File: config.mk
export PLATFORM = sky130hd
export DESIGN_NAME = dpc_core
export DESIGN_NICKNAME = d
export VERILOG_FILES = /design/src/shared/dpc_pkg.sv /design/src/shared/dpc_mem_if.sv /design/src/dpc_nvm.sv /design/src/dpc_core.sv
export SDC_FILE = /design/constraint.sdc
export NUM_CORES = 1
export LEC_CHECK = 0
export ABC_CLOCK_PERIOD_IN_PS = 2300
export BUFFER_PORTS_ARGS = -buffer_cell sky130_fd_sc_hd__buf_2
export CELL_PAD_IN_SITES_DETAIL_PLACEMENT = 1
export CELL_PAD_IN_SITES_GLOBAL_PLACEMENT = 1
export CORE_ASPECT_RATIO = 1.5
export CORE_MARGIN = 5
export CORE_UTILIZATION = 45
export CTS_BUF_LIST = sky130_fd_sc_hd__clkbuf_4 sky130_fd_sc_hd__clkbuf_8
export DETAILED_ROUTE_END_ITERATION = 8
export PLACE_DENSITY = 0.78
export SLEW_MARGIN = 20
export SYNTH_ARGS = -nofsm -noshare
export SYNTH_HDL_FRONTEND = slang
export SYNTH_SLANG_ARGS = --single-unit
File: constraint.sdc
create_clock -name clk -period 2.3 [get_ports clk]
set_input_delay 0.46 -clock clk [delete_from_list [all_inputs] [get_ports clk]]
set_output_delay 0.46 -clock clk [all_outputs]
set_load 0.01 [all_outputs]
File: src/shared/dpc_pkg.sv
package dpc_pkg;
  localparam int CODE_W   = 8;
  localparam int TAP_W    = CODE_W + 1;
  localparam int N_CH     = 2;
  localparam int N_SLOT   = 4;
  localparam int SLOT_W   = 2;
  localparam int CTRL_W   = 3;
  localparam int ADDR_W   = 4;

  localparam logic [TAP_W-1:0]  FULL_SCALE = 9'h100;
  localparam logic [TAP_W-1:0]  TAP_ZERO   = 9'h000;
  localparam logic [CODE_W-1:0] CODE_RESET = 8'h00;

  // control bit positions and value after reset
  localparam int CTRL_ALLOW_BIT = 0;
  localparam int CTRL_PROG_BIT  = 1;
  localparam int CTRL_GAIN_BIT  = 2;
  localparam logic [CTRL_W-1:0] CTRL_RESET = 3'h3;

  // command address fields
  localparam int ADDR_BCAST_BIT = 3;
  localparam int ADDR_SIDE_BIT  = 2;
  localparam int ADDR_CH_BIT    = 0;
  localparam logic [N_SLOT-1:0] MASK_ALL = 4'hf;
  localparam logic [N_SLOT-1:0] MASK_WB  = 4'h5;

  // scale enter/exit flag sits in data bit 0
  localparam int SCALE_ENTER_BIT = 0;

  // readback selectors in data bits 1:0
  localparam logic [1:0] RD_SEL_INPUT = 2'h0;
  localparam logic [1:0] RD_SEL_NVM   = 2'h1;
  localparam logic [1:0] RD_SEL_CTRL  = 2'h2;
  localparam logic [1:0] RD_SEL_WIPER = 2'h3;

  // preset walks all slots: one read, then one load per slot
  localparam logic [2:0] PRESET_LAST = 3'h4;

  typedef enum logic [3:0] {
    OP_NOP      = 4'h0,
    OP_WR_INPUT = 4'h1,
    OP_WR_WIPER = 4'h2,
    OP_READ     = 4'h3,
    OP_COPY_IN  = 4'h4,
    OP_STORE    = 4'h5,
    OP_RECALL   = 4'h6,
    OP_WR_NVM   = 4'h7,
    OP_TOP      = 4'h8,
    OP_BOTTOM   = 4'h9,
    OP_SW_RESET = 4'ha,
    OP_WR_CTRL  = 4'hb
  } dpc_op_t;

  typedef enum logic {ST_PRESET, ST_RUN} dpc_state_t;
endpackage

File: src/shared/dpc_mem_if.sv
`timescale 1ns/100ps
interface dpc_mem_if;
  logic                        wr_en;
  logic [dpc_pkg::SLOT_W-1:0]  wr_addr;
  logic [dpc_pkg::CODE_W-1:0]  wr_data;
  logic [dpc_pkg::SLOT_W-1:0]  rd_addr;
  logic [dpc_pkg::CODE_W-1:0]  rd_data;

  modport ctrl (output wr_en, wr_addr, wr_data, rd_addr, input rd_data);
  modport mem  (input wr_en, wr_addr, wr_data, rd_addr, output rd_data);
endinterface

File: src/dpc_nvm.sv
`timescale 1ns/100ps
module dpc_nvm (
  // clock
  input wire logic clk,
  // access port
  dpc_mem_if.mem   mem
);
  // stored values survive sys_rst on purpose; only the power-up image is zero
  logic [dpc_pkg::CODE_W-1:0] cell_reg [dpc_pkg::N_SLOT] = '{default: dpc_pkg::CODE_RESET};
  logic [dpc_pkg::CODE_W-1:0] rd_data_reg;

  always_ff @(posedge clk) begin
    if (mem.wr_en) begin
      cell_reg[mem.wr_addr] <= mem.wr_data;
    end
    rd_data_reg <= cell_reg[mem.rd_addr];
  end

  assign mem.rd_data = rd_data_reg;
endmodule

File: src/dpc_core.sv
`timescale 1ns/100ps
// How it works
// - wiper code decodes to exactly one tap
// - potentiometer mode: A and B sides complementary
// - gain mode: A side follows own register
// - top and bottom scale states per channel
// - top scale sets A path to zero steps and wiper-to-B to full scale
// - update bit clear freezes wipers at stored
// - program bit clear blocks nonvolatile stores
// - mode bit selects potentiometer or gain mode
// - after reset, stored values preset wiper registers
module dpc_core (
  // clock and reset
  input  wire logic                                    clk,
  input  wire logic                                    sys_rst,
  // command port
  input  wire logic                                    cmd_valid,
  input  wire dpc_pkg::dpc_op_t                        cmd_op,
  input  wire logic [dpc_pkg::ADDR_W-1:0]              cmd_addr,
  input  wire logic [dpc_pkg::CODE_W-1:0]              cmd_data,
  output logic                                         busy,
  // readback
  output logic                                         resp_valid,
  output logic [dpc_pkg::CODE_W-1:0]                   resp_data,
  // channel state
  output logic [dpc_pkg::CTRL_W-1:0]                   control_out,
  output logic [dpc_pkg::N_CH-1:0][dpc_pkg::TAP_W-1:0] wb_tap,
  output logic [dpc_pkg::N_CH-1:0][dpc_pkg::TAP_W-1:0] aw_tap,
  output logic [dpc_pkg::N_CH-1:0]                     top_scale,
  output logic [dpc_pkg::N_CH-1:0]                     bottom_scale
);
  dpc_mem_if mem_if ();

  dpc_nvm u_nvm (
    .clk (clk),
    .mem (mem_if)
  );

  dpc_pkg::dpc_state_t              state_reg;
  dpc_pkg::dpc_state_t              state_next;
  logic [2:0]                       pcnt_reg;
  logic [dpc_pkg::CTRL_W-1:0]       channel_control_reg;
  logic [dpc_pkg::CODE_W-1:0]       input_reg [dpc_pkg::N_SLOT];
  logic [dpc_pkg::CODE_W-1:0]       resistor_dac_register_reg [dpc_pkg::N_SLOT];
  logic [dpc_pkg::N_CH-1:0]         top_reg;
  logic [dpc_pkg::N_CH-1:0]         bot_reg;
  logic                             rd_pend_reg;
  logic [1:0]                       rd_sel_reg;
  logic [dpc_pkg::SLOT_W-1:0]       rd_slot_reg;

  // channel/side targets of an address
  function automatic logic [dpc_pkg::N_SLOT-1:0] slot_mask(
    input logic [dpc_pkg::ADDR_W-1:0] a,
    input logic                       gain
  );
    logic [dpc_pkg::N_SLOT-1:0] m;
    m = '0;
    if (a[dpc_pkg::ADDR_BCAST_BIT]) begin
      m = gain ? dpc_pkg::MASK_ALL : dpc_pkg::MASK_WB;
    end else if (gain || !a[dpc_pkg::ADDR_SIDE_BIT]) begin
      m[{a[dpc_pkg::ADDR_CH_BIT], a[dpc_pkg::ADDR_SIDE_BIT]}] = 1'b1;
    end
    return m;
  endfunction

  // returns {wiper-to-B steps, A-to-wiper steps}
  function automatic logic [2*dpc_pkg::TAP_W-1:0] tap_decode(
    input logic [dpc_pkg::CODE_W-1:0] wb,
    input logic [dpc_pkg::CODE_W-1:0] aw,
    input logic                       gain,
    input logic                       top,
    input logic                       bot
  );
    logic [dpc_pkg::TAP_W-1:0] w;
    logic [dpc_pkg::TAP_W-1:0] a;
    w = {1'b0, wb};
    a = gain ? {1'b0, aw} : dpc_pkg::FULL_SCALE - {1'b0, wb};
    if (top) begin
      w = dpc_pkg::FULL_SCALE;
      a = dpc_pkg::TAP_ZERO;
    end else if (bot) begin
      w = dpc_pkg::TAP_ZERO;
      a = dpc_pkg::FULL_SCALE;
    end
    return {w, a};
  endfunction

  wire                        gain_mode  = channel_control_reg[dpc_pkg::CTRL_GAIN_BIT];
  wire                        accept     = cmd_valid && (state_reg == dpc_pkg::ST_RUN);
  wire                        wiper_ok   = accept && channel_control_reg[dpc_pkg::CTRL_ALLOW_BIT];
  wire                        prog_ok    = accept && channel_control_reg[dpc_pkg::CTRL_PROG_BIT];
  wire [dpc_pkg::N_SLOT-1:0]  tgt        = slot_mask(cmd_addr, gain_mode);
  wire [dpc_pkg::SLOT_W-1:0]  cmd_slot   = {cmd_addr[dpc_pkg::ADDR_CH_BIT],
                                            cmd_addr[dpc_pkg::ADDR_SIDE_BIT]};
  wire                        do_wr_in   = accept && (cmd_op == dpc_pkg::OP_WR_INPUT);
  wire                        do_wr_wiper = wiper_ok && (cmd_op == dpc_pkg::OP_WR_WIPER);
  wire                        do_copy    = wiper_ok && (cmd_op == dpc_pkg::OP_COPY_IN);
  wire                        do_top     = wiper_ok && (cmd_op == dpc_pkg::OP_TOP);
  wire                        do_bot     = wiper_ok && (cmd_op == dpc_pkg::OP_BOTTOM);
  wire                        do_store   = prog_ok && (cmd_op == dpc_pkg::OP_STORE);
  wire                        do_wr_nvm  = prog_ok && (cmd_op == dpc_pkg::OP_WR_NVM);
  wire                        do_ctrl    = accept && (cmd_op == dpc_pkg::OP_WR_CTRL);
  wire                        do_read    = accept && (cmd_op == dpc_pkg::OP_READ);
  wire                        do_scale   = do_top || do_bot;
  // clearing the update bit reloads stored values so the wipers really sit there
  wire                        start_preset = accept && ((cmd_op == dpc_pkg::OP_RECALL)
                                || (cmd_op == dpc_pkg::OP_SW_RESET)
                                || (do_ctrl && !cmd_data[dpc_pkg::CTRL_ALLOW_BIT]));
  wire                        load_en    = (state_reg == dpc_pkg::ST_PRESET)
                                           && (pcnt_reg != 3'h0);
  wire [dpc_pkg::SLOT_W-1:0]  load_slot  = pcnt_reg[1:0] - 2'h1;
  wire                        enter      = cmd_data[dpc_pkg::SCALE_ENTER_BIT];

  assign mem_if.wr_en   = do_store || do_wr_nvm;
  assign mem_if.wr_addr = do_store ? cmd_slot : cmd_addr[dpc_pkg::SLOT_W-1:0];
  assign mem_if.wr_data = do_store ? resistor_dac_register_reg[cmd_slot] : cmd_data;
  assign mem_if.rd_addr = (state_reg == dpc_pkg::ST_PRESET) ? pcnt_reg[1:0]
                                                             : cmd_addr[dpc_pkg::SLOT_W-1:0];

  always_comb begin
    state_next = state_reg;
    unique case (state_reg)
      dpc_pkg::ST_PRESET: if (pcnt_reg == dpc_pkg::PRESET_LAST) state_next = dpc_pkg::ST_RUN;
      dpc_pkg::ST_RUN:    if (start_preset) state_next = dpc_pkg::ST_PRESET;
    endcase
  end

  always_ff @(posedge clk) begin
    if (sys_rst) begin
      state_reg <= dpc_pkg::ST_PRESET;
      pcnt_reg  <= 3'h0;
      busy      <= 1'b1;
    end else begin
      state_reg <= state_next;
      pcnt_reg  <= (state_reg == dpc_pkg::ST_PRESET) ? pcnt_reg + 3'h1 : 3'h0;
      busy      <= (state_next == dpc_pkg::ST_PRESET);
    end
  end

  always_ff @(posedge clk) begin
    if (sys_rst) begin
      channel_control_reg <= dpc_pkg::CTRL_RESET;
    end else if (do_ctrl) begin
      channel_control_reg <= cmd_data[dpc_pkg::CTRL_W-1:0];
    end
  end

  always_ff @(posedge clk) begin
    for (int i = 0; i < dpc_pkg::N_SLOT; i++) begin
      if (sys_rst) begin
        input_reg[i]                 <= dpc_pkg::CODE_RESET;
        resistor_dac_register_reg[i] <= dpc_pkg::CODE_RESET;
      end else begin
        if (do_wr_in && tgt[i]) input_reg[i] <= cmd_data;
        if (load_en && (load_slot == i[dpc_pkg::SLOT_W-1:0])) begin
          resistor_dac_register_reg[i] <= mem_if.rd_data;
        end else if (do_wr_wiper && tgt[i]) begin
          resistor_dac_register_reg[i] <= cmd_data;
        end else if (do_copy && tgt[i]) begin
          resistor_dac_register_reg[i] <= input_reg[i];
        end
      end
    end
  end

  // a wiper write on a channel leaves both scale states
  always_ff @(posedge clk) begin
    for (int c = 0; c < dpc_pkg::N_CH; c++) begin
      if (sys_rst || state_reg == dpc_pkg::ST_PRESET) begin
        top_reg[c] <= 1'b0;
        bot_reg[c] <= 1'b0;
      end else if (tgt[2*c] || tgt[2*c+1]) begin
        if (do_top) begin
          top_reg[c] <= enter;
          if (enter) bot_reg[c] <= 1'b0;
        end else if (do_bot) begin
          bot_reg[c] <= enter;
          if (enter) top_reg[c] <= 1'b0;
        end else if ((do_wr_wiper || do_copy) && !do_scale) begin
          top_reg[c] <= 1'b0;
          bot_reg[c] <= 1'b0;
        end
      end
    end
  end

  always_ff @(posedge clk) begin
    if (sys_rst) begin
      wb_tap       <= '0;
      aw_tap       <= '0;
      top_scale    <= '0;
      bottom_scale <= '0;
      control_out  <= dpc_pkg::CTRL_RESET;
    end else begin
      for (int c = 0; c < dpc_pkg::N_CH; c++) begin
        {wb_tap[c], aw_tap[c]} <= tap_decode(resistor_dac_register_reg[2*c],
                                             resistor_dac_register_reg[2*c+1],
                                             gain_mode, top_reg[c], bot_reg[c]);
      end
      top_scale    <= top_reg;
      bottom_scale <= bot_reg;
      control_out  <= channel_control_reg;
    end
  end

  // every readback takes two edges so the stored-value path lines up
  always_ff @(posedge clk) begin
    if (sys_rst) begin
      rd_pend_reg <= 1'b0;
      rd_sel_reg  <= dpc_pkg::RD_SEL_INPUT;
      rd_slot_reg <= '0;
      resp_valid  <= 1'b0;
      resp_data   <= dpc_pkg::CODE_RESET;
    end else begin
      rd_pend_reg <= do_read;
      rd_sel_reg  <= cmd_data[1:0];
      rd_slot_reg <= cmd_slot;
      resp_valid  <= rd_pend_reg;
      unique case (rd_sel_reg)
        dpc_pkg::RD_SEL_INPUT: resp_data <= input_reg[rd_slot_reg];
        dpc_pkg::RD_SEL_NVM:   resp_data <= mem_if.rd_data;
        dpc_pkg::RD_SEL_CTRL:  resp_data <= {5'h00, channel_control_reg};
        dpc_pkg::RD_SEL_WIPER: resp_data <= resistor_dac_register_reg[rd_slot_reg];
      endcase
    end
  end
endmodule

-- Word level (Yosys, flattened, before mapping)
Memories as Yosys holds them, arrays and structs flattened. A register that Yosys moved wholly into a read port is not among the register bits.
Cells that the tools add are included.
- add/sub/neg operators: 4
- multiply operators: 0
- divide/modulo/power cells: 0
- order comparisons: 2
- equal/unequal tests: 20
- shift operators: 0
- muxes and demuxes: 108
- bitwise logic cells: 18
- reduce and logical (&&, ||, !) cells: 58
- operators with widths (cell ; number):
    8-bit 2-to-1 mux ; 19
    1-bit 2-to-1 mux ; 73
    9-bit 2-to-1 mux ; 6
    1-bit logical AND ; 33
    8-bit one-hot mux with 4 select lines ; 1
    9-bit by 8-bit subtractor with 9-bit output (first input constant) ; 2
    4-bit by 3-bit == test with 1-bit output (second input constant) ; 4
    4-bit == test (second input constant) ; 4
    1-bit OR ; 16
    4-bit 2-to-1 mux ; 3
    3-bit AND reduction ; 4
    1-bit logical OR ; 9
    2-bit == test (second input constant) ; 4
    4-bit by 2-bit == test with 1-bit output (second input constant) ; 2
    2-bit 2-to-1 mux ; 4
    3-bit nonzero test ; 2
    2-bit OR reduction ; 3
    3-bit OR reduction ; 2
    2-bit by 1-bit == test with 1-bit output (second input constant) ; 2
    4-bit by 1-bit == test with 1-bit output (second input constant) ; 1
    2-bit logical NOT ; 2
    3-bit by 1-bit adder with 3-bit output (second input constant) ; 1
    3-bit == test (second input constant) ; 1
    1-bit logical NOT ; 3
    other kinds (8) ; 9
- register bits: 67
- latch bits: 0
- memory bits (writable): 96
- ROM bits: 0
- bits of input ports: 19
- output and inout port bits: 53
- logic and storage cells: 236
- memories kept: 3
- memory list (memory ; words ; width ; rd ports ; clocked after memory_dff ; write ports ; line ; text):
    input_reg ; 4 ; 8 ; 5 ; 1 ; 4 ; dpc_core.sv:43 ; logic [dpc_pkg::CODE_W-1:0] input_reg [dpc_pkg::N_SLOT];
    resistor_dac_register_reg ; 4 ; 8 ; 6 ; 1 ; 4 ; dpc_core.sv:44 ; logic [dpc_pkg::CODE_W-1:0] resistor_dac_register_reg [dpc_pkg::N_SLOT];
    u_nvm.cell_reg ; 4 ; 8 ; 1 ; 1 ; 1 ; dpc_nvm.sv:9 ; logic [dpc_pkg::CODE_W-1:0] cell_reg [dpc_pkg::N_SLOT] = '{default: dpc_pkg::CODE_RESET};

-- Longest topological paths before layout
- depth after elaboration: 13
- gate-level depth with buffers: 8
- gate-level depth less buffers: 6

-- Modules after synthesis
A second synthesis with hierarchy kept.
- cell total of the unflattened synthesis: 652
- area, all modules: 7998.9 um^2
- modules (own cells, without submodules) (module ; times used ; cells each ; area each (um^2) ; sequential area each (um^2)):
    dpc_core ; 1 ; 598 ; 6650.1 ; 3263.1
    dpc_nvm ; 1 ; 54 ; 1348.8 ; 1121.1

-- Worst setup path before layout
No wires, ideal clock.
- kind: input port to flip-flop
- from: in cmd_op[3]
- to: mem resistor_dac_register_reg[2][0] (netlist bit), enable pin
- library setup time: 384 ps
- arrival: 1866 ps
- data required time: 1916 ps
- path slack: 49 ps
- stages: 4
- buffers on the path: 1
- path through: buf_4 > or3b_4 > a21o_1 > o21ai_0
- RTL lines (what ; line ; text):
    start: declaration ; dpc_core.sv:18 ; input wire dpc_pkg::dpc_op_t cmd_op,
    end: declaration ; dpc_core.sv:44 ;

==> flow_metrics.tcl <==
set metrics [dict create \
    pin_count 72 \
    ys_ff_latch 171 \
    synth_edf_count 96 \
    yosysUniqueCellTypes 65 \
    synthToLayoutAreaGrowth_pct 15.39 \
    place_ws_ns -0.04113 \
    rsz0062_at_grt "no" \
    hpwl_mm 19.30 \
    end_kind "flop" \
    clock_latency_ns 0.48 \
    synth_warnings 0 \
    required_ns 2.64 \
    grt_pass1_wl_mm 38.62 \
    synth_area_um2 8064 \
    crit_fanout 8 \
    grt_max_degree 32 \
    drive_above_1_share 0.2650 \
    rows 60 \
    cts_sinks 171 \
    drv_cap 0 \
    first_pass_iters 5 \
    outcome "complete, no violations" \
    ys_top_cells_by_area "edfxtp_1 36%, dfxtp_1 19%, mux4_2 4.2%, mux2i_1 4.0%, and2_1 2.8%" \
    synth_nets 697 \
    synth_ff_type "edfxtp_1" \
    cts_root_buffer "clkbuf_8" \
    fin_worst_skew_ns 0.01469 \
    wl_per_cell_um 25.10 \
    path_cells "inv_1 -> ha_1 -> nor2b_2 -> or4b_1 -> o32ai_1 -> o21a_1" \
    synth_top_area_frac 0.3575 \
    syn_avg_cell_area_um2 12.02 \
    timing.final.ws_setup_ns 0.1402 \
    drcViolationCount 0 \
    min_path_type "input port to flop" \
    grt_usage 0.2459 \
    nNetsFinal 794 \
    ant_nets 0 \
    finalCriticalPeriod_ns 2.160 \
    port_buffers 71 \
    cts_setup_buffers 0 \
    gp_congestion 0.9289 \
    htreeDepth 4 \
    vias_per_cell 6.110 \
    holdWs_ns 0.3324 \
    report.final.slew_viol_count 0 \
    crit_arrival_ns 2.50 \
    die_x_um 119.3 \
    finalCritPeriodShare 0.9391 \
    dieArea_um2 20750 \
    drt-initial-drc-count 481 \
    worstMarginPinSlew_ns 0.8538 \
    cpMaxStageDelayCell "or4b_1" \
    die-height_um 174.0 \
    relSlewSlack 0.4264 \
    drt-total-wl_mm 25.05 \
    grt_antenna_before_repair 1 \
    clk_pin_slew_ns 0.10 \
    peakVddDrop_mv 0.3922 \
    max_freq_mhz 463.0 \
    numCtsBuffers 17 \
    core_area_um2 17790 \
    setup_viol_count_final 0 \
    powerDensity_nw_per_um2 711.5 \
    yosysSeqAreaShare 0.5437 \
    grt.overflow.total 0 \
    syn_inst 671 \
    finalHoldViolations 0 \
    antenna_cells 0 \
    grt_pass1_vias 6448 \
    slowest_delay_ns 0.68 \
    synth-async-reset-ratio 0 \
    start_util 0.4532 \
    via_count 6098 \
    critPathKind "flop to flop" \
    power_leakage_uw 0.003638 \
    clockBufferDepth 2 \
    yosys.area.top_type "edfxtp_1" \
    cts_tree "done" \
    cp-start-kind "flop" \
]
==> placed cells by master (no fill, tap or decap), types with 10 or more instances in the layout <==
| cell | count |
|---|---|
| buf_2 | 71 |
| mux4_2 | 15 |
| nor2_1 | 40 |
| o21a_1 | 17 |
| mux2_2 | 17 |
| nand2_1 | 30 |
| clkbuf_8 | 17 |
| and2_1 | 36 |
| a21o_1 | 11 |
| dfxtp_1 | 75 |
| nand3_1 | 10 |
| buf_4 | 49 |
| edfxtp_1 | 96 |
| o21ai_0 | 24 |
| mux2i_1 | 32 |
| inv_1 | 24 |
| nor3_1 | 27 |
| o22ai_1 | 12 |
| a21oi_1 | 17 |
==> per-layer routing <==
| layer | wire length [µm] | GRT usage |
|---|---|---|
| met3 | 1012 | 0.03841 |
| met2 | 13430 | 0.4468 |
| met4 | 1521 | 0.1429 |
| met1 | 9072 | 0.2680 |
| met5 | 13 | 0 |
==> what timing repair did <==
item	CTS	global route
hold buffers	0	0
gates resized for setup	1	2
endpoints found under the setup margin	8	17
==> path summary, 6_finish.rpt <==
kind / startpoint / to / slack (ns) / cells after the start
max: pcnt_reg[1] / resistor_dac_register_reg[1][0] / 0.14 / 6
min: cmd_valid / rd_pend_reg / 0.33 / 3
max reg2reg: pcnt_reg[1] / resistor_dac_register_reg[1][0] / 0.14 / 6
min reg2reg: rd_pend_reg / resp_valid / 0.48 / 1
==> cells in the mapped netlist, types with 9 or more instances <==
library cell / number
edfxtp_1: 96
inv_1: 24
o21ai_0: 24
a21o_1: 11
o221ai_1: 9
dfxtp_1: 75
o21a_1: 17
mux2i_1: 32
a21oi_1: 17
nor3_1: 29
mux4_2: 15
mux2_2: 17
clkbuf_1: 19
nand2_1: 30
nand3_1: 10
and2_1: 36
nor2b_1: 10
o22ai_1: 12
buf_2: 15
nor2_1: 40
==> worst max-delay path: cells and delay by family (launching register included) <==
family / cells / cell delay, ns
simple gates: 2 / 0.89
compound gates: 2 / 0.41
flops: 1 / 0.43
fa+ha+maj: 1 / 0.21
buf+inv: 1 / 0.09
==> area by class of cell <==
class                      count  area (µm²)
clock buffer                  17       234.0
sequential                   171        4384
clock inverter                15       185.2
tap                          217       271.5
fill                        1887        8487
inverter                      24       90.09
timing repair buffer         122       763.2
multi-input combinational    432        3377
==> where the power goes <==
group	leakage (µW)	internal [µW]	total, µW	switching, µW
clock network	0.000219	1100	2290	1190
registers	0.00157	3380	3530	151
logic	0.00185	336	808	472
total	0.00364	4810	6620	1810
==> cells by family after synthesis <==
group / count (synthesis) / share of synthesized area
compound gates: 139 / 0.1252
xor+xnor: 14 / 0.01521
fa+ha+maj: 7 / 0.01086
buf+inv: 68 / 0.03910
flops: 171 / 0.5437
mux: 70 / 0.1234
simple gates: 202 / 0.1426
==> metrics by stage <==
step           total power (µW)  TNS (ns)  std cells  cell area [µm²]    util
6_report                   6620         0        998             9305  0.5230
5_1_grt                    6861         0        998             9305  0.5230
4_1_cts                    6643         0        998             9298  0.5226
3_5_place_dp               4381  -0.05566        966             8874  0.4987
3_3_place_gp               4345         0        966             8874  0.4987
2_1_floorplan              4016         0        671             8064       -
Note: power is estimated with default switching activity, not from simulation.
